**src/zx_timing_pkg.sv**
```systemverilog
// constants for the zero-crossing timing unit: register indices, field positions,
// reset values and timebase figures.
// assumes a 50 MHz system clock and a register index map reached at byte address = 4 * index.
`default_nettype none

package zx_timing_pkg;

  // ----------------------------------------------------------------
  // timebases
  // ----------------------------------------------------------------
  localparam int unsigned CLOCK_KHZ = 50000;
  localparam int unsigned FAST_TICK_KHZ = 256;
  localparam int unsigned SLOW_TICK_KHZ = 16;
  localparam int unsigned SLOW_DIV = FAST_TICK_KHZ / SLOW_TICK_KHZ;
  localparam int unsigned HOLD_TIME_US = 1000;
  // least time, so round up to whole slow ticks
  localparam int unsigned HOLD_TICKS = (HOLD_TIME_US * SLOW_TICK_KHZ + 999) / 1000;

  // ----------------------------------------------------------------
  // register indices (byte address is four times the index)
  // ----------------------------------------------------------------
  localparam logic [15:0] IDX_MAIN_STATUS = 16'he503;
  localparam logic [15:0] IDX_MAIN_INTERRUPT_MASK = 16'he50b;
  localparam logic [15:0] IDX_DELAY_RESULT_0 = 16'he601;
  localparam logic [15:0] IDX_DELAY_RESULT_1 = 16'he602;
  localparam logic [15:0] IDX_DELAY_RESULT_2 = 16'he603;
  localparam logic [15:0] IDX_CROSSING_TIMEOUT_RELOAD = 16'he60d;
  localparam logic [15:0] IDX_COMPUTATION_MODE = 16'he60e;
  localparam logic [15:0] IDX_GENERAL_CONFIGURATION = 16'he618;
  localparam logic [15:0] IDX_ACCUMULATION_MODE = 16'he701;
  localparam logic [15:0] IDX_PHASE_A_LINE_PERIOD = 16'he905;
  localparam logic [15:0] IDX_PHASE_B_LINE_PERIOD = 16'he906;
  localparam logic [15:0] IDX_PHASE_C_LINE_PERIOD = 16'he907;

  // ----------------------------------------------------------------
  // field positions
  // ----------------------------------------------------------------
  localparam int unsigned BIT_VOLT_TIMEOUT_LO = 3;
  localparam int unsigned BIT_SEQUENCE_ERROR = 19;
  localparam int unsigned DELAY_SET_SELECT_LO = 9;
  localparam int unsigned CONNECTION_SELECT_LO = 4;
  localparam int unsigned VOLTAGE_ROUTE_A_LO = 8;
  localparam int unsigned VOLTAGE_ROUTE_B_LO = 10;
  localparam int unsigned VOLTAGE_ROUTE_C_LO = 12;

  // ----------------------------------------------------------------
  // reset values and implemented bits
  // ----------------------------------------------------------------
  localparam logic [15:0] RELOAD_RESET = 16'hffff;
  localparam logic [15:0] MODE_RESET = 16'h0000;
  localparam logic [7:0] ACCUM_RESET = 8'h00;
  localparam logic [31:0] STATUS_FLAG_MASK = 32'h0008_01f8;

  typedef enum logic [1:0] {
    DELAY_VOLT_CURR,
    DELAY_VOLT_VOLT,
    DELAY_CURR_CURR,
    DELAY_RESERVED
  } delay_set_e;

  typedef enum logic [1:0] {
    SEQ_NONE,
    SEQ_AFTER_A,
    SEQ_AFTER_B,
    SEQ_AFTER_C
  } seq_state_e;

endpackage

`default_nettype wire
```
**src/zero_crossing_timing_unit.sv**
```systemverilog
// zero-crossing timing unit: timeout counters, phase sequence check, delay and period
// measurement, status/mask with active-low interrupt, APB register slave.
// assumes crossing and rise pulses come from same-clock detector logic, one cycle each.
`default_nettype none

// Functional notes
// - masked timeout flag pulls interrupt low
// - write one clears timeout flag, releases
// - reload counts 62.5 us slow ticks
// - decrement starts 1 ms after crossing
// - quiet voltage ignores crossings, keeps decrementing
// - sequence check uses voltage rising crossings
// - A then C sets sequence error
// - masked sequence error interrupts, write clears
// - after error, every rise sets flag
// - sequence check only with connection 00
// - config fields route voltages to phases
// - delays start/stop on rising crossings
// - selector picks one delay set
// - mode 00 stores voltage-current delays
// - mode 01 stores voltage-voltage delays
// - mode 10 stores current-current delays
// - delays count 256 kHz ticks
// - period stored every line period
// - period counts 256 kHz ticks
// - timeout reload, decrement, zero sets flag
// - timeout flags at status bits 3..8
module zero_crossing_timing_unit (
  input wire logic clock,
  input wire logic rst_n,
  input wire logic psel,
  input wire logic penable,
  input wire logic pwrite,
  input wire logic [17:0] paddr,
  input wire logic [31:0] pwdata,
  input wire logic [3:0] pstrb,
  output logic [31:0] prdata,
  output logic pready,
  output logic pslverr,
  input wire logic [2:0] volt_cross,
  input wire logic [2:0] volt_rise,
  input wire logic [2:0] curr_cross,
  input wire logic [2:0] curr_rise,
  input wire logic [2:0] volt_below_noise,
  output logic interrupt_line_one_n,
  output logic [1:0] voltage_route_phase_a,
  output logic [1:0] voltage_route_phase_b,
  output logic [1:0] voltage_route_phase_c
);

  // ----------------------------------------------------------------
  // reset release
  // ----------------------------------------------------------------
  logic [1:0] rst_pipe_r;
  logic rst_sync_n;

  always_ff @(posedge clock or negedge rst_n) begin
    if (!rst_n) rst_pipe_r <= 2'b00;
    else rst_pipe_r <= {rst_pipe_r[0], 1'b1};
  end
  assign rst_sync_n = rst_pipe_r[1];

  // ----------------------------------------------------------------
  // timebases
  // ----------------------------------------------------------------
  // 50 MHz is not a whole multiple of 256 kHz, so a phase accumulator keeps
  // the average rate exact at the cost of one clock of jitter per tick
  logic [16:0] acc_r;
  logic [16:0] acc_sum;
  logic fast_tick;
  logic [3:0] slow_div_r;
  logic slow_tick;

  assign acc_sum = acc_r + 17'(zx_timing_pkg::FAST_TICK_KHZ);
  assign fast_tick = (acc_sum >= 17'(zx_timing_pkg::CLOCK_KHZ));
  assign slow_tick = fast_tick && (slow_div_r == 4'(zx_timing_pkg::SLOW_DIV - 1));

  always_ff @(posedge clock or negedge rst_sync_n) begin
    if (!rst_sync_n) begin
      acc_r <= 17'h00000;
      slow_div_r <= 4'h0;
    end else begin
      acc_r <= fast_tick ? acc_sum - 17'(zx_timing_pkg::CLOCK_KHZ) : acc_sum;
      if (fast_tick) slow_div_r <= slow_div_r + 4'h1;
    end
  end

  // ----------------------------------------------------------------
  // register bus decode
  // ----------------------------------------------------------------
  logic [15:0] reg_idx;
  logic [31:0] wmask;
  logic wr_en;
  logic setup;
  logic hit;
  logic wr_status, wr_mask, wr_reload, wr_comp, wr_config, wr_accum;
  logic [31:0] rd_mux;
  logic [31:0] status_r, status_nxt, status_set, status_clr;
  logic [31:0] mask_r;
  logic [15:0] reload_r, comp_r, config_r;
  logic [7:0] accum_r;
  logic [15:0] delay_r [3];
  logic [15:0] period_r [3];
  logic unmapped_r;

  assign reg_idx = paddr[17:2];
  assign wmask = {{8{pstrb[3]}}, {8{pstrb[2]}}, {8{pstrb[1]}}, {8{pstrb[0]}}};
  assign setup = psel && !penable;
  // a misaligned address reports an error and must not touch any register
  assign wr_en = psel && penable && pwrite && (paddr[1:0] == 2'b00);
  assign wr_status = wr_en && (reg_idx == zx_timing_pkg::IDX_MAIN_STATUS);
  assign wr_mask = wr_en && (reg_idx == zx_timing_pkg::IDX_MAIN_INTERRUPT_MASK);
  assign wr_reload = wr_en && (reg_idx == zx_timing_pkg::IDX_CROSSING_TIMEOUT_RELOAD);
  assign wr_comp = wr_en && (reg_idx == zx_timing_pkg::IDX_COMPUTATION_MODE);
  assign wr_config = wr_en && (reg_idx == zx_timing_pkg::IDX_GENERAL_CONFIGURATION);
  assign wr_accum = wr_en && (reg_idx == zx_timing_pkg::IDX_ACCUMULATION_MODE);

  assign rd_mux =
    (reg_idx == zx_timing_pkg::IDX_MAIN_STATUS) ? status_r :
    (reg_idx == zx_timing_pkg::IDX_MAIN_INTERRUPT_MASK) ? mask_r :
    (reg_idx == zx_timing_pkg::IDX_DELAY_RESULT_0) ? {16'h0000, delay_r[0]} :
    (reg_idx == zx_timing_pkg::IDX_DELAY_RESULT_1) ? {16'h0000, delay_r[1]} :
    (reg_idx == zx_timing_pkg::IDX_DELAY_RESULT_2) ? {16'h0000, delay_r[2]} :
    (reg_idx == zx_timing_pkg::IDX_CROSSING_TIMEOUT_RELOAD) ? {16'h0000, reload_r} :
    (reg_idx == zx_timing_pkg::IDX_COMPUTATION_MODE) ? {16'h0000, comp_r} :
    (reg_idx == zx_timing_pkg::IDX_GENERAL_CONFIGURATION) ? {16'h0000, config_r} :
    (reg_idx == zx_timing_pkg::IDX_ACCUMULATION_MODE) ? {24'h000000, accum_r} :
    (reg_idx == zx_timing_pkg::IDX_PHASE_A_LINE_PERIOD) ? {16'h0000, period_r[0]} :
    (reg_idx == zx_timing_pkg::IDX_PHASE_B_LINE_PERIOD) ? {16'h0000, period_r[1]} :
    (reg_idx == zx_timing_pkg::IDX_PHASE_C_LINE_PERIOD) ? {16'h0000, period_r[2]} :
    32'h0000_0000;

  assign hit = (paddr[1:0] == 2'b00) && (
    (reg_idx == zx_timing_pkg::IDX_MAIN_STATUS) ||
    (reg_idx == zx_timing_pkg::IDX_MAIN_INTERRUPT_MASK) ||
    (reg_idx == zx_timing_pkg::IDX_DELAY_RESULT_0) ||
    (reg_idx == zx_timing_pkg::IDX_DELAY_RESULT_1) ||
    (reg_idx == zx_timing_pkg::IDX_DELAY_RESULT_2) ||
    (reg_idx == zx_timing_pkg::IDX_CROSSING_TIMEOUT_RELOAD) ||
    (reg_idx == zx_timing_pkg::IDX_COMPUTATION_MODE) ||
    (reg_idx == zx_timing_pkg::IDX_GENERAL_CONFIGURATION) ||
    (reg_idx == zx_timing_pkg::IDX_ACCUMULATION_MODE) ||
    (reg_idx == zx_timing_pkg::IDX_PHASE_A_LINE_PERIOD) ||
    (reg_idx == zx_timing_pkg::IDX_PHASE_B_LINE_PERIOD) ||
    (reg_idx == zx_timing_pkg::IDX_PHASE_C_LINE_PERIOD));

  // read data is captured in the setup cycle, so the slave never waits
  assign pready = 1'b1;
  assign pslverr = psel && penable && unmapped_r;

  always_ff @(posedge clock or negedge rst_sync_n) begin
    if (!rst_sync_n) begin
      prdata <= 32'h0000_0000;
      unmapped_r <= 1'b0;
    end else if (setup) begin
      prdata <= pwrite ? 32'h0000_0000 : rd_mux;
      unmapped_r <= !hit;
    end
  end

  // ----------------------------------------------------------------
  // control registers
  // ----------------------------------------------------------------
  always_ff @(posedge clock or negedge rst_sync_n) begin
    if (!rst_sync_n) begin
      mask_r <= 32'h0000_0000;
      reload_r <= zx_timing_pkg::RELOAD_RESET;
      comp_r <= zx_timing_pkg::MODE_RESET;
      config_r <= zx_timing_pkg::MODE_RESET;
      accum_r <= zx_timing_pkg::ACCUM_RESET;
    end else begin
      if (wr_mask) mask_r <= pwdata & wmask & zx_timing_pkg::STATUS_FLAG_MASK;
      if (wr_reload) reload_r <= (reload_r & ~wmask[15:0]) | (pwdata[15:0] & wmask[15:0]);
      if (wr_comp) comp_r <= (comp_r & ~wmask[15:0]) | (pwdata[15:0] & wmask[15:0]);
      if (wr_config) config_r <= (config_r & ~wmask[15:0]) | (pwdata[15:0] & wmask[15:0]);
      if (wr_accum && pstrb[0]) accum_r <= pwdata[7:0];
    end
  end

  zx_timing_pkg::delay_set_e delay_sel;
  logic conn_three_sensors;

  assign delay_sel = zx_timing_pkg::delay_set_e'(
    comp_r[zx_timing_pkg::DELAY_SET_SELECT_LO +: 2]);
  assign conn_three_sensors = (accum_r[zx_timing_pkg::CONNECTION_SELECT_LO +: 2] == 2'b00);
  assign voltage_route_phase_a = config_r[zx_timing_pkg::VOLTAGE_ROUTE_A_LO +: 2];
  assign voltage_route_phase_b = config_r[zx_timing_pkg::VOLTAGE_ROUTE_B_LO +: 2];
  assign voltage_route_phase_c = config_r[zx_timing_pkg::VOLTAGE_ROUTE_C_LO +: 2];

  // ----------------------------------------------------------------
  // crossing timeout counters
  // ----------------------------------------------------------------
  // channels 0..2 are voltages A..C, 3..5 currents A..C
  logic [5:0] cross_ok;
  logic [5:0] expire;

  // a quiet voltage channel lets its counter run down through noise crossings
  assign cross_ok = {curr_cross, volt_cross & ~volt_below_noise};

  for (genvar ch = 0; ch < 6; ch++) begin : gen_tout
    logic [15:0] tout_r;
    logic [4:0] hold_r;

    assign expire[ch] = slow_tick && !cross_ok[ch] && (hold_r == 5'd0)
                        && (tout_r == 16'h0001);

    always_ff @(posedge clock or negedge rst_sync_n) begin
      if (!rst_sync_n) begin
        tout_r <= zx_timing_pkg::RELOAD_RESET;
        hold_r <= 5'(zx_timing_pkg::HOLD_TICKS);
      end else if (cross_ok[ch]) begin
        tout_r <= reload_r;
        hold_r <= 5'(zx_timing_pkg::HOLD_TICKS);
      end else if (slow_tick) begin
        if (hold_r != 5'd0) hold_r <= hold_r - 5'd1;
        else if (tout_r != 16'h0000) tout_r <= tout_r - 16'h0001;
      end
    end
  end

  // ----------------------------------------------------------------
  // phase sequence check
  // ----------------------------------------------------------------
  zx_timing_pkg::seq_state_e seq_r, seq_nxt;
  logic seq_seen_r;
  logic seq_event;
  logic any_rise;

  assign any_rise = |volt_rise;
  assign seq_event = conn_three_sensors && any_rise && (seq_seen_r ||
    (seq_r == zx_timing_pkg::SEQ_AFTER_A && volt_rise[2] && !volt_rise[1]));
  assign seq_nxt = volt_rise[0] ? zx_timing_pkg::SEQ_AFTER_A :
                   volt_rise[1] ? zx_timing_pkg::SEQ_AFTER_B :
                   volt_rise[2] ? zx_timing_pkg::SEQ_AFTER_C : seq_r;

  always_ff @(posedge clock or negedge rst_sync_n) begin
    if (!rst_sync_n) begin
      seq_r <= zx_timing_pkg::SEQ_NONE;
      seq_seen_r <= 1'b0;
    end else if (!conn_three_sensors) begin
      seq_r <= zx_timing_pkg::SEQ_NONE;
      seq_seen_r <= 1'b0;
    end else begin
      seq_r <= seq_nxt;
      if (seq_event) seq_seen_r <= 1'b1;
    end
  end

  // ----------------------------------------------------------------
  // status and interrupt
  // ----------------------------------------------------------------
  assign status_set = (32'(expire) << zx_timing_pkg::BIT_VOLT_TIMEOUT_LO)
                    | (32'(seq_event) << zx_timing_pkg::BIT_SEQUENCE_ERROR);
  assign status_clr = wr_status ? (pwdata & wmask & zx_timing_pkg::STATUS_FLAG_MASK)
                                : 32'h0000_0000;
  // a new event in the clearing cycle survives the clear
  assign status_nxt = (status_r & ~status_clr) | status_set;

  always_ff @(posedge clock or negedge rst_sync_n) begin
    if (!rst_sync_n) status_r <= 32'h0000_0000;
    else status_r <= status_nxt;
  end

  assign interrupt_line_one_n = ~|(status_r & mask_r);

  // ----------------------------------------------------------------
  // delay measurement
  // ----------------------------------------------------------------
  logic [2:0] pair_src;
  logic [2:0] start_ev, stop_ev;

  assign pair_src = (delay_sel == zx_timing_pkg::DELAY_CURR_CURR) ? curr_rise : volt_rise;
  // reserved selector code behaves like the default voltage-current set
  assign start_ev = (delay_sel == zx_timing_pkg::DELAY_VOLT_VOLT ||
                     delay_sel == zx_timing_pkg::DELAY_CURR_CURR) ?
                    {pair_src[0], pair_src[1], pair_src[0]} : volt_rise;
  assign stop_ev = (delay_sel == zx_timing_pkg::DELAY_VOLT_VOLT ||
                    delay_sel == zx_timing_pkg::DELAY_CURR_CURR) ?
                   {pair_src[1], pair_src[2], pair_src[2]} : curr_rise;

  for (genvar d = 0; d < 3; d++) begin : gen_delay
    logic [15:0] cnt_r;
    logic run_r;

    always_ff @(posedge clock or negedge rst_sync_n) begin
      if (!rst_sync_n) begin
        cnt_r <= 16'h0000;
        run_r <= 1'b0;
        delay_r[d] <= 16'h0000;
      end else if (stop_ev[d] && run_r) begin
        delay_r[d] <= cnt_r;
        run_r <= 1'b0;
      end else if (start_ev[d]) begin
        cnt_r <= 16'h0000;
        run_r <= 1'b1;
      end else if (run_r && fast_tick && cnt_r != 16'hffff) begin
        cnt_r <= cnt_r + 16'h0001;
      end
    end
  end

  // ----------------------------------------------------------------
  // line period measurement
  // ----------------------------------------------------------------
  // the first value after reset covers a partial period; the host lets it settle
  for (genvar p = 0; p < 3; p++) begin : gen_period
    logic [15:0] cnt_r;

    always_ff @(posedge clock or negedge rst_sync_n) begin
      if (!rst_sync_n) begin
        cnt_r <= 16'h0000;
        period_r[p] <= 16'h0000;
      end else if (volt_rise[p]) begin
        period_r[p] <= cnt_r;
        cnt_r <= 16'h0000;
      end else if (fast_tick && cnt_r != 16'hffff) begin
        cnt_r <= cnt_r + 16'h0001;
      end
    end
  end

  // ----------------------------------------------------------------
  // assertions
  // ----------------------------------------------------------------
  property p_irq_low;
    @(posedge clock) disable iff (!rst_sync_n)
    (|(status_r & mask_r)) |-> !interrupt_line_one_n;
  endproperty
  a_irq_low: assert property (p_irq_low) else $error("interrupt not low");

  property p_flag_clear;
    @(posedge clock) disable iff (!rst_sync_n)
    (wr_status && pstrb[2] && pwdata[19] && !seq_event) |=> !status_r[19] ##0
    (interrupt_line_one_n || |(status_r & mask_r));
  endproperty
  a_flag_clear: assert property (p_flag_clear) else $error("flag not cleared");

  property p_expire_sets;
    @(posedge clock) disable iff (!rst_sync_n)
    expire[3] |=> status_r[6] && (mask_r[6] -> !interrupt_line_one_n);
  endproperty
  a_expire_sets: assert property (p_expire_sets) else $error("timeout flag missing");

  property p_reload;
    @(posedge clock) disable iff (!rst_sync_n)
    cross_ok[3] |=> gen_tout[3].tout_r == $past(reload_r)
                    && gen_tout[3].hold_r == 5'd16;
  endproperty
  a_reload: assert property (p_reload) else $error("timeout not reloaded");

  property p_fast_spacing;
    @(posedge clock) disable iff (!rst_sync_n)
    fast_tick |=> !fast_tick [*8];
  endproperty
  a_fast_spacing: assert property (p_fast_spacing) else $error("fast tick too close");

  property p_seq_error;
    @(posedge clock) disable iff (!rst_sync_n)
    (conn_three_sensors && seq_r == zx_timing_pkg::SEQ_AFTER_A && volt_rise == 3'b100)
      |=> status_r[19] ##1 (seq_seen_r);
  endproperty
  a_seq_error: assert property (p_seq_error) else $error("sequence error missed");

  property p_seq_connection_select;
    @(posedge clock) disable iff (!rst_sync_n)
    !conn_three_sensors |-> !seq_event;
  endproperty
  a_seq_connection_select: assert property (p_seq_connection_select) else $error("sequence check active");

  property p_period;
    @(posedge clock) disable iff (!rst_sync_n)
    volt_rise[1] |=> period_r[1] == $past(gen_period[1].cnt_r) && gen_period[1].cnt_r == 16'h0;
  endproperty
  a_period: assert property (p_period) else $error("period not stored");

  property p_delay;
    @(posedge clock) disable iff (!rst_sync_n)
    (stop_ev[2] && gen_delay[2].run_r) |=> delay_r[2] == $past(gen_delay[2].cnt_r);
  endproperty
  a_delay: assert property (p_delay) else $error("delay not stored");

  property p_volt_pairs;
    @(posedge clock) disable iff (!rst_sync_n)
    (delay_sel == zx_timing_pkg::DELAY_VOLT_VOLT) |->
      start_ev == {volt_rise[0], volt_rise[1], volt_rise[0]} &&
      stop_ev == {volt_rise[1], volt_rise[2], volt_rise[2]};
  endproperty
  a_volt_pairs: assert property (p_volt_pairs) else $error("voltage pairs wrong");

  property p_curr_pairs;
    @(posedge clock) disable iff (!rst_sync_n)
    (delay_sel == zx_timing_pkg::DELAY_CURR_CURR) |->
      start_ev == {curr_rise[0], curr_rise[1], curr_rise[0]} &&
      stop_ev == {curr_rise[1], curr_rise[2], curr_rise[2]};
  endproperty
  a_curr_pairs: assert property (p_curr_pairs) else $error("current pairs wrong");

  property p_quiet;
    @(posedge clock) disable iff (!rst_sync_n)
    volt_below_noise[0] |-> !cross_ok[0];
  endproperty
  a_quiet: assert property (p_quiet) else $error("quiet crossing accepted");

endmodule

`default_nettype wire

```
**config.mk**
```make
export PLATFORM = sky130hd
export DESIGN_NAME = zero_crossing_timing_unit
export DESIGN_NICKNAME = d
export VERILOG_FILES = /design/src/zx_timing_pkg.sv /design/src/zero_crossing_timing_unit.sv
export SDC_FILE = /design/constraint.sdc
export NUM_CORES = 1
export LEC_CHECK = 0
export ABC_AREA = 1
export BUFFER_PORTS_ARGS = -buffer_cell sky130_fd_sc_hd__buf_2
export CAP_MARGIN = 20
export CORE_MARGIN = 4
export CORE_UTILIZATION = 50
export DETAILED_ROUTE_END_ITERATION = 16
export GPL_TIMING_DRIVEN = 1
export PLACE_DENSITY_LB_ADDON = 0.3
export SLEW_MARGIN = 20
export SYNTH_ARGS = -nofsm -noshare
export SYNTH_HDL_FRONTEND = slang
export SYNTH_SLANG_ARGS = --single-unit
```
**constraint.sdc**
```tcl
create_clock -name clock -period 11.7 [get_ports clock]
set_input_delay 0.585 -clock clock [delete_from_list [all_inputs] [get_ports clock]]
set_output_delay 0.585 -clock clock [all_outputs]
set_load 0.1 [all_outputs]
```
==> run_results.csv, run 1 <==
group,metric,value,unit
run_status,status,"finished, final reports clean",
clock_network,root_buffer,"clkbuf_16",
synth,synth_flop_cell,"dfrtp_1",
sta,slew_headroom,0.3301,
synth,synth_largest_area_cell,"dfrtp_1",
placement,pre_cts_slack,7.533,ns
setup_path,critPathLaunchType,"register",
sta,fin_crit_sh,0.3054,
route,viasPerCell,5.294,
clock_network,cts_max_path_buffers,3,
min_path,holdCritPathClass,"input port to register",
clock_network,htreeDepth,2,
setup_path,critPathMaxFanout,30,
clock_network,cts_setup_buffers,0,
die,die_y,232.3,um
pwr,p_per_area,147.8,nW/um2
placement,dpl.cell_count,4102,
setup_path,critPathArrivalTime,4.11,ns
setup_path,crit_family,"simple AND/OR/NAND/NOR gates",
cells_and_area,nets,3599,
setup_path,cpPeakStageDelay,0.78,ns
placement,gp_congestion,0.9558,
cells_and_area,drive_gt1_frac,0.1029,
placement,io_buffers,82,
cells_and_area,layout.cells.non_filler,4195,
setup_path,critPathCaptureType,"register",
synth,ys_ff_latch,431,
global_route,grt_usage,0.2415,
setup_path,crit_type,"register to register",
route,drt-pass1-iter-count,5,
setup_path,crit_required,12.23,ns
route,drtIter0Drc,1894,
sta,rsz0062_at_grt,"no",
route,final_antenna_net_count,0,
pwr,p_leak,13.30,nW
die,core,49360,um2
clock_network,cts_tree,"done",
route,vias,22210,
sta,setup_violations,0,
sta,fin_ws,8.127,ns
global_route,grt_pass1_vias,19990,
die,num_io_pins,115,
route,routedWlPerCell,15.71,um
synth,synth_cell_types,49,
global_route,grt_pass1_wl,106.1,mm
synth,ys_top_cells_by_area,"dfrtp_1 (31%), nand2_1 (15%), dfstp_2 (12%)",
sta,slew_violations,0,
route,wirelength,65.91,mm
global_route,antenna_found_initial,7,
die,dieArea,53980,um2
sta,hold_viol,0,
die,rows,81,
synth,netlist_instances,3472,
sta,skew,0.02437,ns
synth,ys.warnings.count,0,
clock_network,numCtsBuffers,48,
synth,synth_edf_count,0,
synth,synthTopCellsByCount,"nand2_1 (1026), inv_1 (355), nor2_1 (343)",
placement,post-dp-hpwl,45.70,mm
clock_network,cts_resized,0,
route,route.detailed.drc,0,
setup_path,slowest_stage,"o21ai_1",
synth,synth.most_common_cell,"nand2_1",
clock_network,clk_pin_slew,0.06,ns
global_route,grt-ovfl-total,0,
clock_network,cts_sinks,431,
run,drv_cap,0,
die,die_w,232.3,um
synth,yosysSeqAreaShare,0.4345,
sta,fmax,0.2798,GHz
synth,syn_area,25160,um2
synth,synth_top_area_frac,0.3113,
global_route,grt_start_max_net_pins,143,
cells_and_area,syn_to_final_growth,9.269,%
die,start_util,0.5098,
sta,tns,0,ns
setup_path,crit_chain,"inv_1 > ha_1 > o21ai_1 > inv_1 > nand2_1 > nand2_1 > inv_1 > a211oi_1 > nand2_2 > nand2_4 > inv_1 > nand2_1 > nand2_1",
synth,synth.avg_cell_area,7.247,um2
clock_network,hold_buffers,1,
setup_path,crit_buf_inv,4,
synth,synth_async_sr_flop_share,1.000,
clock_network,clk_latency,0.59,ns
sta,post-route-min-period,3.573,ns
sta,tightest_slew,1.001,ns
pwr,ir_drop,118.3,uV
power by group:
part           switching [mW]  total (mW)  leakage, nW  internal, mW
combinational           0.448       0.691         6.98         0.244
sequential              0.124        1.80         5.51          1.68
clock                   0.645        1.57        0.800         0.927
worst min-delay path, stage by stage:
cell and delay (ns):
buf_2 0.07, nor2_1 0.04, a31oi_1 0.14
cells in the final DEF (no fill, tap or decap), types with 38 or more instances in the layout:
cell type and count:
clkbuf_16 49, nand2_1 1026, xor2_1 103, dfstp_2 118
nand3_1 341, nor2_1 342, dfrtp_1 312, buf_2 82
o21ai_0 311, o21ai_1 38, a21oi_1 45, nor3_1 78
inv_1 355
kinds of logic (layout without fill, tap and decap cells):
kind of cell,Yosys count,in the layout,share of synthesized area
buf+inv,511,552,0.08414
compound gates,447,447,0.09329
flops,431,431,0.4345
fa+ha+maj,36,36,0.01790
other cells,2,20,0.0002985
simple gates,1920,1920,0.3264
xor+xnor,125,125,0.04351
per-layer routing:
| layer | global-route usage | vias up | wire length (um) |
|---|---|---|---|
| li1 | - | 11110 | - |
| met1 | 0.3460 | 10370 | 30260 |
| met2 | 0.3725 | 602 | 29530 |
| met3 | 0.04514 | 114 | 4316 |
| met4 | 0.07734 | 8 | 1765 |
| met5 | 0 | - | 39 |
cell type report:
class / instances / area (um2)
multi-input combinational: 2545 / 12180
sequential: 431 / 10940
antenna: 3 / 7.507
timing repair buffer: 96 / 530.5
inverter: 367 / 1378
clock buffer: 66 / 1360
clock inverter: 23 / 270.3
fill: 4727 / 21860
tap: 664 / 830.8
path summary, 6_finish.rpt:
path | start | to | slack (ns) | depth (start not counted)
worst min-delay path | paddr[1] | unmapped_r$_DFFE_PN0P_ | 0.29 | 3
worst max register to register | register | gen_delay[2].cnt_r[0]$_DFFE_PN0P_ | 8.13 | 13
worst max-delay path | register | gen_delay[2].cnt_r[0]$_DFFE_PN0P_ | 8.13 | 13
worst min register to register | rst_pipe_r[0]$_DFF_PN0_ | rst_pipe_r[1]$_DFF_PN0_ | 0.35 | 0
max in group asynchronous | rst_pipe_r[1]$_DFF_PN0_ | gen_delay[0].cnt_r[2]$_DFFE_PN0P_ | 9.13 | 2
min in group asynchronous | rst_n | rst_pipe_r[1]$_DFF_PN0_ | 0.31 | 2
stage by stage:
step | hold WS [ns] | util | power, mW | area [um2]
global route | 0.3090 | 0.5571 | 4.282 | 27490
finish | 0.2921 | 0.5571 | 4.064 | 27490
CTS | 0.2659 | 0.5566 | 4.091 | 27470
floorplan | 0.2894 | - | 2.363 | 25220
detailed placement | 0.3355 | 0.5234 | 2.506 | 25830
global placement | 0.3332 | 0.5234 | 2.492 | 25830
Note: power is estimated with default switching activity, not from simulation.
==> inputs of run 2 (changes only) <==
Clock period 11.7 ns to 3.45 ns, I/O delays scaled along.
==> run 2 against run 1 <==
Effect of this change:
- non-clock buffer count up 65
- sequential share of layout area down 0.77 points
- critical endpoint is now gen_period[0].cnt_r[13]$_DFFE_PN0P_
- first-iteration DRC count up 3.1%
- total power rose to 3.4 times the previous value
- highest routed layer unchanged
==> run_results.csv, run 2 (synthesized netlist as in run 1, its figures left out) <==
group,metric,value,unit
die,num_io_pins,115,
clock_network,clk_latency,0.60,ns
setup_path,crit_top_cell,"nand2_1",
placement,dpl.cell_count,4138,
setup_path,crit_family,"simple AND/OR/NAND/NOR gates",
cells_and_area,fill_cells,4766,
clock_network,cts_tree,"done",
setup_path,critPathLaunch,"acc_r[8]$_DFF_PN0_",
pwr,ir_drop,455.7,uV
cells_and_area,nets,3664,
setup_path,crit_required,3.99,ns
clock_network,htreeDepth,2,
die,core,49360,um2
sta,post-route-min-period,2.986,ns
cells_and_area,layout_common_cells,"nand2_1 (1026), inv_1 (355), nor2_1 (343)",
sta,skew,0.02184,ns
placement,io_buffers,82,
setup_path,rr_startpoint,"acc_r[8]$_DFF_PN0_",
cells_and_area,final_common_cell,"nand2_1",
sta,fmax,0.3350,GHz
setup_path,crit_type,"register to register",
global_route,antenna_found_initial,3,
clock_network,hold_buffers,30,
global_route,grt_usage,0.2470,
die,die_w,232.3,um
pwr,p_per_area,489.2,nW/um2
placement,gp_congestion,0.9760,
clock_network,root_buffer,"clkbuf_16",
sta,slew_headroom,0.3343,
route,route.detailed.drc,0,
clock_network,numCtsBuffers,48,
global_route,grt_pass1_wl,108.0,mm
setup_path,cpPeakStageDelay,0.45,ns
clock_network,cts_max_path_buffers,3,
cells_and_area,layout.cells.non_filler,4259,
sta,timing.hold.ws,0.04239,ns
run,drv_cap,0,
cells_and_area,syn_to_final_growth,11.43,%
global_route,grt_pass1_vias,20650,
die,start_util,0.5098,
pwr,p_leak,13.59,nW
setup_path,critPathArrivalTime,3.52,ns
min_path,holdCritPathClass,"input port to register",
setup_path,critPathCaptureType,"register",
cells_and_area,drive_gt1_frac,0.1110,
clock_network,cts_setup_buffers,0,
route,final_antenna_net_count,0,
sta,setup_violations,0,
route,vias,22530,
die,dieArea,53980,um2
route,drtIter0Drc,1952,
clock_network,cts_resized,0,
sta,tightest_slew,0.9949,ns
die,rows,81,
route,viasPerCell,5.291,
pwr,total_power,13.72,mW
global_route,grt-ovfl-total,0,
global_route,grt_start_max_net_pins,115,
route,wirelength,66.79,mm
run_status,status,"finished, final reports clean",
clock_network,clk_pin_slew,0.06,ns
setup_path,slowest_stage,"dfrtp_1",
placement,post-dp-hpwl,47.29,mm
clock_network,cts_sinks,431,
sta,fin_crit_sh,0.8654,
sta,hold_viol,0,
setup_path,crit_buf_inv,3,
setup_path,crit_chain,"ha_1 > nand3_2 > xor2_1 > inv_1 > nor2_2 > nand3_2 > nand2_2 > nand3_4 > buf_4 > nand2_1 > nand2_2 > inv_2 > nand2_1 > nand2_1",
setup_path,critPathMaxFanout,24,
sta,rsz0062_at_grt,"no",
setup_path,critPathLaunchType,"register",
min_path,worstHoldStart,"volt_below_noise[2]",
die,die_y,232.3,um
sta,slew_violations,0,
route,routedWlPerCell,15.68,um
route,drt-pass1-iter-count,6,
==> run 2: cell count changes in the layout (fill, tap and decap cells not counted), sizes merged, moves of 2 or more <==
| cell | previous run | this run |
|---|---|---|
| bufinv | 5 | 3 |
| dlygate4sd3 | 1 | 30 |
| clkinv | 19 | 25 |
| diode | 3 | 1 |
| clkbuf | 66 | 63 |
| buf | 95 | 131 |
==> run 2: cell type report <==
cell class	count	area, um2	area share
multi-input cells	2545	12170	0.4340
flip-flops and latches	431	10940	0.3901
inverters	367	1378	0.04913
clock buffers	63	1339	0.04775
repair buffers	161	1116	0.03981
well taps	664	830.8	0.02963
clock inverters	27	267.8	0.009550
diodes	1	2.502	0.00008925
==> run 2: path summary, 6_finish.rpt <==
check	endpoint	slack (ns)	depth (start not counted)
max	gen_period[0].cnt_r[13]$_DFFE_PN0P_	0.46	14
min reg2reg	period_r[8]$_DFFE_PN0P_	0.33	0
max in group asynchronous	gen_tout[5].tout_r[3]$_DFFE_PN1P_	1.98	2
min in group asynchronous	period_r[8]$_DFFE_PN0P_	0.33	0
max reg2reg	gen_period[0].cnt_r[13]$_DFFE_PN0P_	0.46	14
min	gen_tout[2].tout_r[15]$_DFFE_PN1P_	0.04	6
==> run 2: worst min-delay path, stage by stage <==
cell	delay (ns)
buf_2	0.08
nor2_1	0.14
nand2_1	0.10
nand2_1	0.05
nand2_1	0.05
nand2_1	0.04
==> run 2: layer usage <==
| metal | routed length (um) | share of wire | vias to the layer above | GRT usage |
|---|---|---|---|---|
| met2 | 29060 | 0.44 | 683 | 0.3715 |
| met3 | 5277 | 0.079 | 149 | 0.05091 |
| met5 | 27 | 0.00040 | - | 0 |
| li1 | - | - | 11270 | - |
| met1 | 29800 | 0.45 | 10430 | 0.3514 |
| met4 | 2621 | 0.039 | 4 | 0.09621 |
==> run 2: report_power, final <==
part | switching [mW] | internal [mW] | total [mW]
clock network | 2.22 | 3.00 | 5.21
registers | 0.413 | 5.68 | 6.10
logic | 1.54 | 0.872 | 2.41
total | 4.16 | 9.55 | 13.7
==> run 2: stage by stage <==
stage	setup WS [ns]	setup TNS [ns]	area [um2]	utilization
final	0.4645	0	28040	0.5681
after global routing	0.08766	0	28040	0.5681
after CTS	0.4099	0	28040	0.5680
after detailed placement	0.4554	0	26130	0.5294
after global placement	0.5226	0	26130	0.5294
after floorplan	-0.7078	-220.11	25220	-
==> inputs of run 3 (changes only) <==
Settings changed: CTS_CLUSTER_DIAMETER set to 40, MAX_ROUTING_LAYER set to met4.
==> run 3 against run 2 <==
Effect of this change:
- critical endpoint is now gen_period[0].cnt_r[0]$_DFFE_PN0P_
- count of clock-buffer cells in the layout up 34
- setup slack worse by 0.072 ns
- combinational power about the same
- first-iteration DRC count up 8.0%
- sequential power about the same
- total power up 22%
- largest cell class unchanged
- highest routed layer is now met4
- die area unchanged
==> run_results.csv, run 3 (synthesized netlist as in run 1, its figures left out) <==
group,metric,value,unit
route,viasPerCell,5.292,
pwr,p_leak,14.18,nW
clock_network,cts_tree,"done",
placement,gp_congestion,0.9722,
sta,tightest_slew,0.9816,ns
pwr,pwr-share-seq,0.366,
pwr,clkPwrFrac,0.491,
die,rows,81,
route,routedWlPerCell,15.79,um
global_route,antenna_found_initial,4,
sta,fin_crit_sh,0.8864,
sta,post-route-min-period,3.058,ns
clock_network,cts_setup_buffers,0,
clock_network,clk_pin_slew,0.05,ns
setup_path,critPathCaptureType,"register",
global_route,grt_usage,0.2608,
die,start_util,0.5098,
placement,placed_area,26160,um2
die,die_y,232.3,um
placement,post-dp-hpwl,47.07,mm
pwr,p_per_area,570.4,nW/um2
sta,rsz0062_at_grt,"no",
die,dieArea,53980,um2
setup_path,crit_type,"register to register",
cells_and_area,layout_common_cells,"nand2_1 (1026), inv_1 (355), nor2_1 (343)",
cells_and_area,syn_to_final_growth,16.50,%
sta,skew,0.02539,ns
setup_path,critPathMaxFanout,24,
setup_path,crit_required,3.93,ns
sta,fmax,0.3270,GHz
clock_network,cts_max_path_buffers,3,
route,drt-pass1-iter-count,6,
clock_network,cts_sinks,431,
cells_and_area,fill_cells,4520,
route,vias,22880,
die,core,49360,um2
sta,slew_headroom,0.3432,
sta,timing.hold.ws,0.06788,ns
run,drv_cap,0,
placement,io_buffers,82,
clock_network,root_buffer,"clkbuf_16",
pwr,p_switching,4.921,mW
sta,setup_violations,0,
clock_network,clk_latency,0.61,ns
sta,slew_violations,0,
pwr,combPwrFrac,0.144,
run_status,status,"finished, final reports clean",
route,drtIter0Drc,2108,
min_path,holdCritPathClass,"input port to register",
cells_and_area,post-route-cell-area,29310,um2
cells_and_area,drive_gt1_frac,0.1261,
global_route,grt-ovfl-total,0,
global_route,grt_pass1_vias,21100,
global_route,grt_start_max_net_pins,62,
cells_and_area,final_common_cell,"nand2_1",
global_route,grt_pass1_wl,110.9,mm
route,wirelength,68.26,mm
die,die_w,232.3,um
sta,hold_viol,0,
pwr,p_int,11.80,mW
setup_path,critPathLaunchType,"register",
pwr,ir_drop,380.3,uV
setup_path,critPathArrivalTime,3.54,ns
cells_and_area,nets,3699,
die,num_io_pins,115,
clock_network,numCtsBuffers,81,
clock_network,htreeDepth,3,
route,final_antenna_net_count,0,
route,route.detailed.drc,0,
pwr,p_sw_frac,0.2943,
## run 3: power by group through the flow
| stage | clock [mW] | combinational, mW | sequential (mW) |
|---|---|---|---|
| after CTS | 8.30 | 2.40 | 6.11 |
| after global routing | 8.57 | 2.77 | 6.18 |
| after detailed placement | 0 | 2.35 | 6.17 |
| after floorplan | 0 | 1.89 | 6.12 |
| final | 8.21 | 2.40 | 6.11 |
| after global placement | 0 | 2.31 | 6.17 |
## run 3: path summary, 6_finish.rpt
check / startpoint / end / slack [ns] / cells past startpoint
max: acc_r[8]$_DFF_PN0_ / gen_period[0].cnt_r[0]$_DFFE_PN0P_ / 0.39 / 13
min: volt_rise[0] / period_r[47]$_DFFE_PN0P_ / 0.07 / 5
max reg2reg: acc_r[8]$_DFF_PN0_ / gen_period[0].cnt_r[0]$_DFFE_PN0P_ / 0.39 / 13
min reg2reg: rst_pipe_r[0]$_DFF_PN0_ / rst_pipe_r[1]$_DFF_PN0_ / 0.34 / 0
max in group asynchronous: rst_pipe_r[1]$_DFF_PN0_ / gen_tout[2].hold_r[4]$_DFFE_PN1P_ / 1.98 / 1
min in group asynchronous: rst_n / rst_pipe_r[1]$_DFF_PN0_ / 0.42 / 3
## run 3: timing repair
action                                  in CTS  in global routing
hold buffers                                31                  0
hold endpoints to repair                    87                  0
resized for setup                            0                  0
endpoints found under the setup margin       0                  0
## run 3: final cells by class
cell class,count,area [um2],area share
Multi-Input combinational cell,2545,12170,0.4151
Sequential cell,431,10940,0.3731
Clock buffer,97,2187,0.07461
Inverter,367,1378,0.04700
Timing Repair Buffer,163,1159,0.03953
Clock inverter,52,644.4,0.02198
Tap cell,664,830.8,0.02834
Antenna cell,4,10.01,0.0003415
## run 3: worst max-delay path, cell delays in order (launching register included)
cell	delay [ns]
dfrtp_1	0.44
ha_1	0.27
nand3_2	0.11
xor2_1	0.23
nand2_1	0.10
nor2_2	0.13
nand3_2	0.11
nand3_4	0.22
buf_4	0.45
nand2_1	0.12
nand2_2	0.36
inv_2	0.19
nand2_1	0.11
nand2_1	0.06
## run 3: layer usage
metal	wire length, um	share of wire	track usage
met2	30490	0.45	0.3922
met5	0	0	-
met3	4774	0.070	0.04711
met4	2135	0.031	0.08052
met1	30860	0.45	0.3621
## run 3: metrics by stage
step / setup slack, ns / power, mW / setup TNS [ns] / cells / util
floorplan: -0.7078 / 8.013 / -220.11 / 3487 / -
global placement: 0.4934 / 8.484 / 0 / 4139 / 0.5301
CTS: 0.3709 / 16.81 / 0 / 4319 / 0.5937
global route: 0.08675 / 17.52 / 0 / 4322 / 0.5939
finish: 0.3921 / 16.72 / 0 / 4323 / 0.5939
detailed placement: 0.4158 / 8.524 / 0 / 4139 / 0.5301
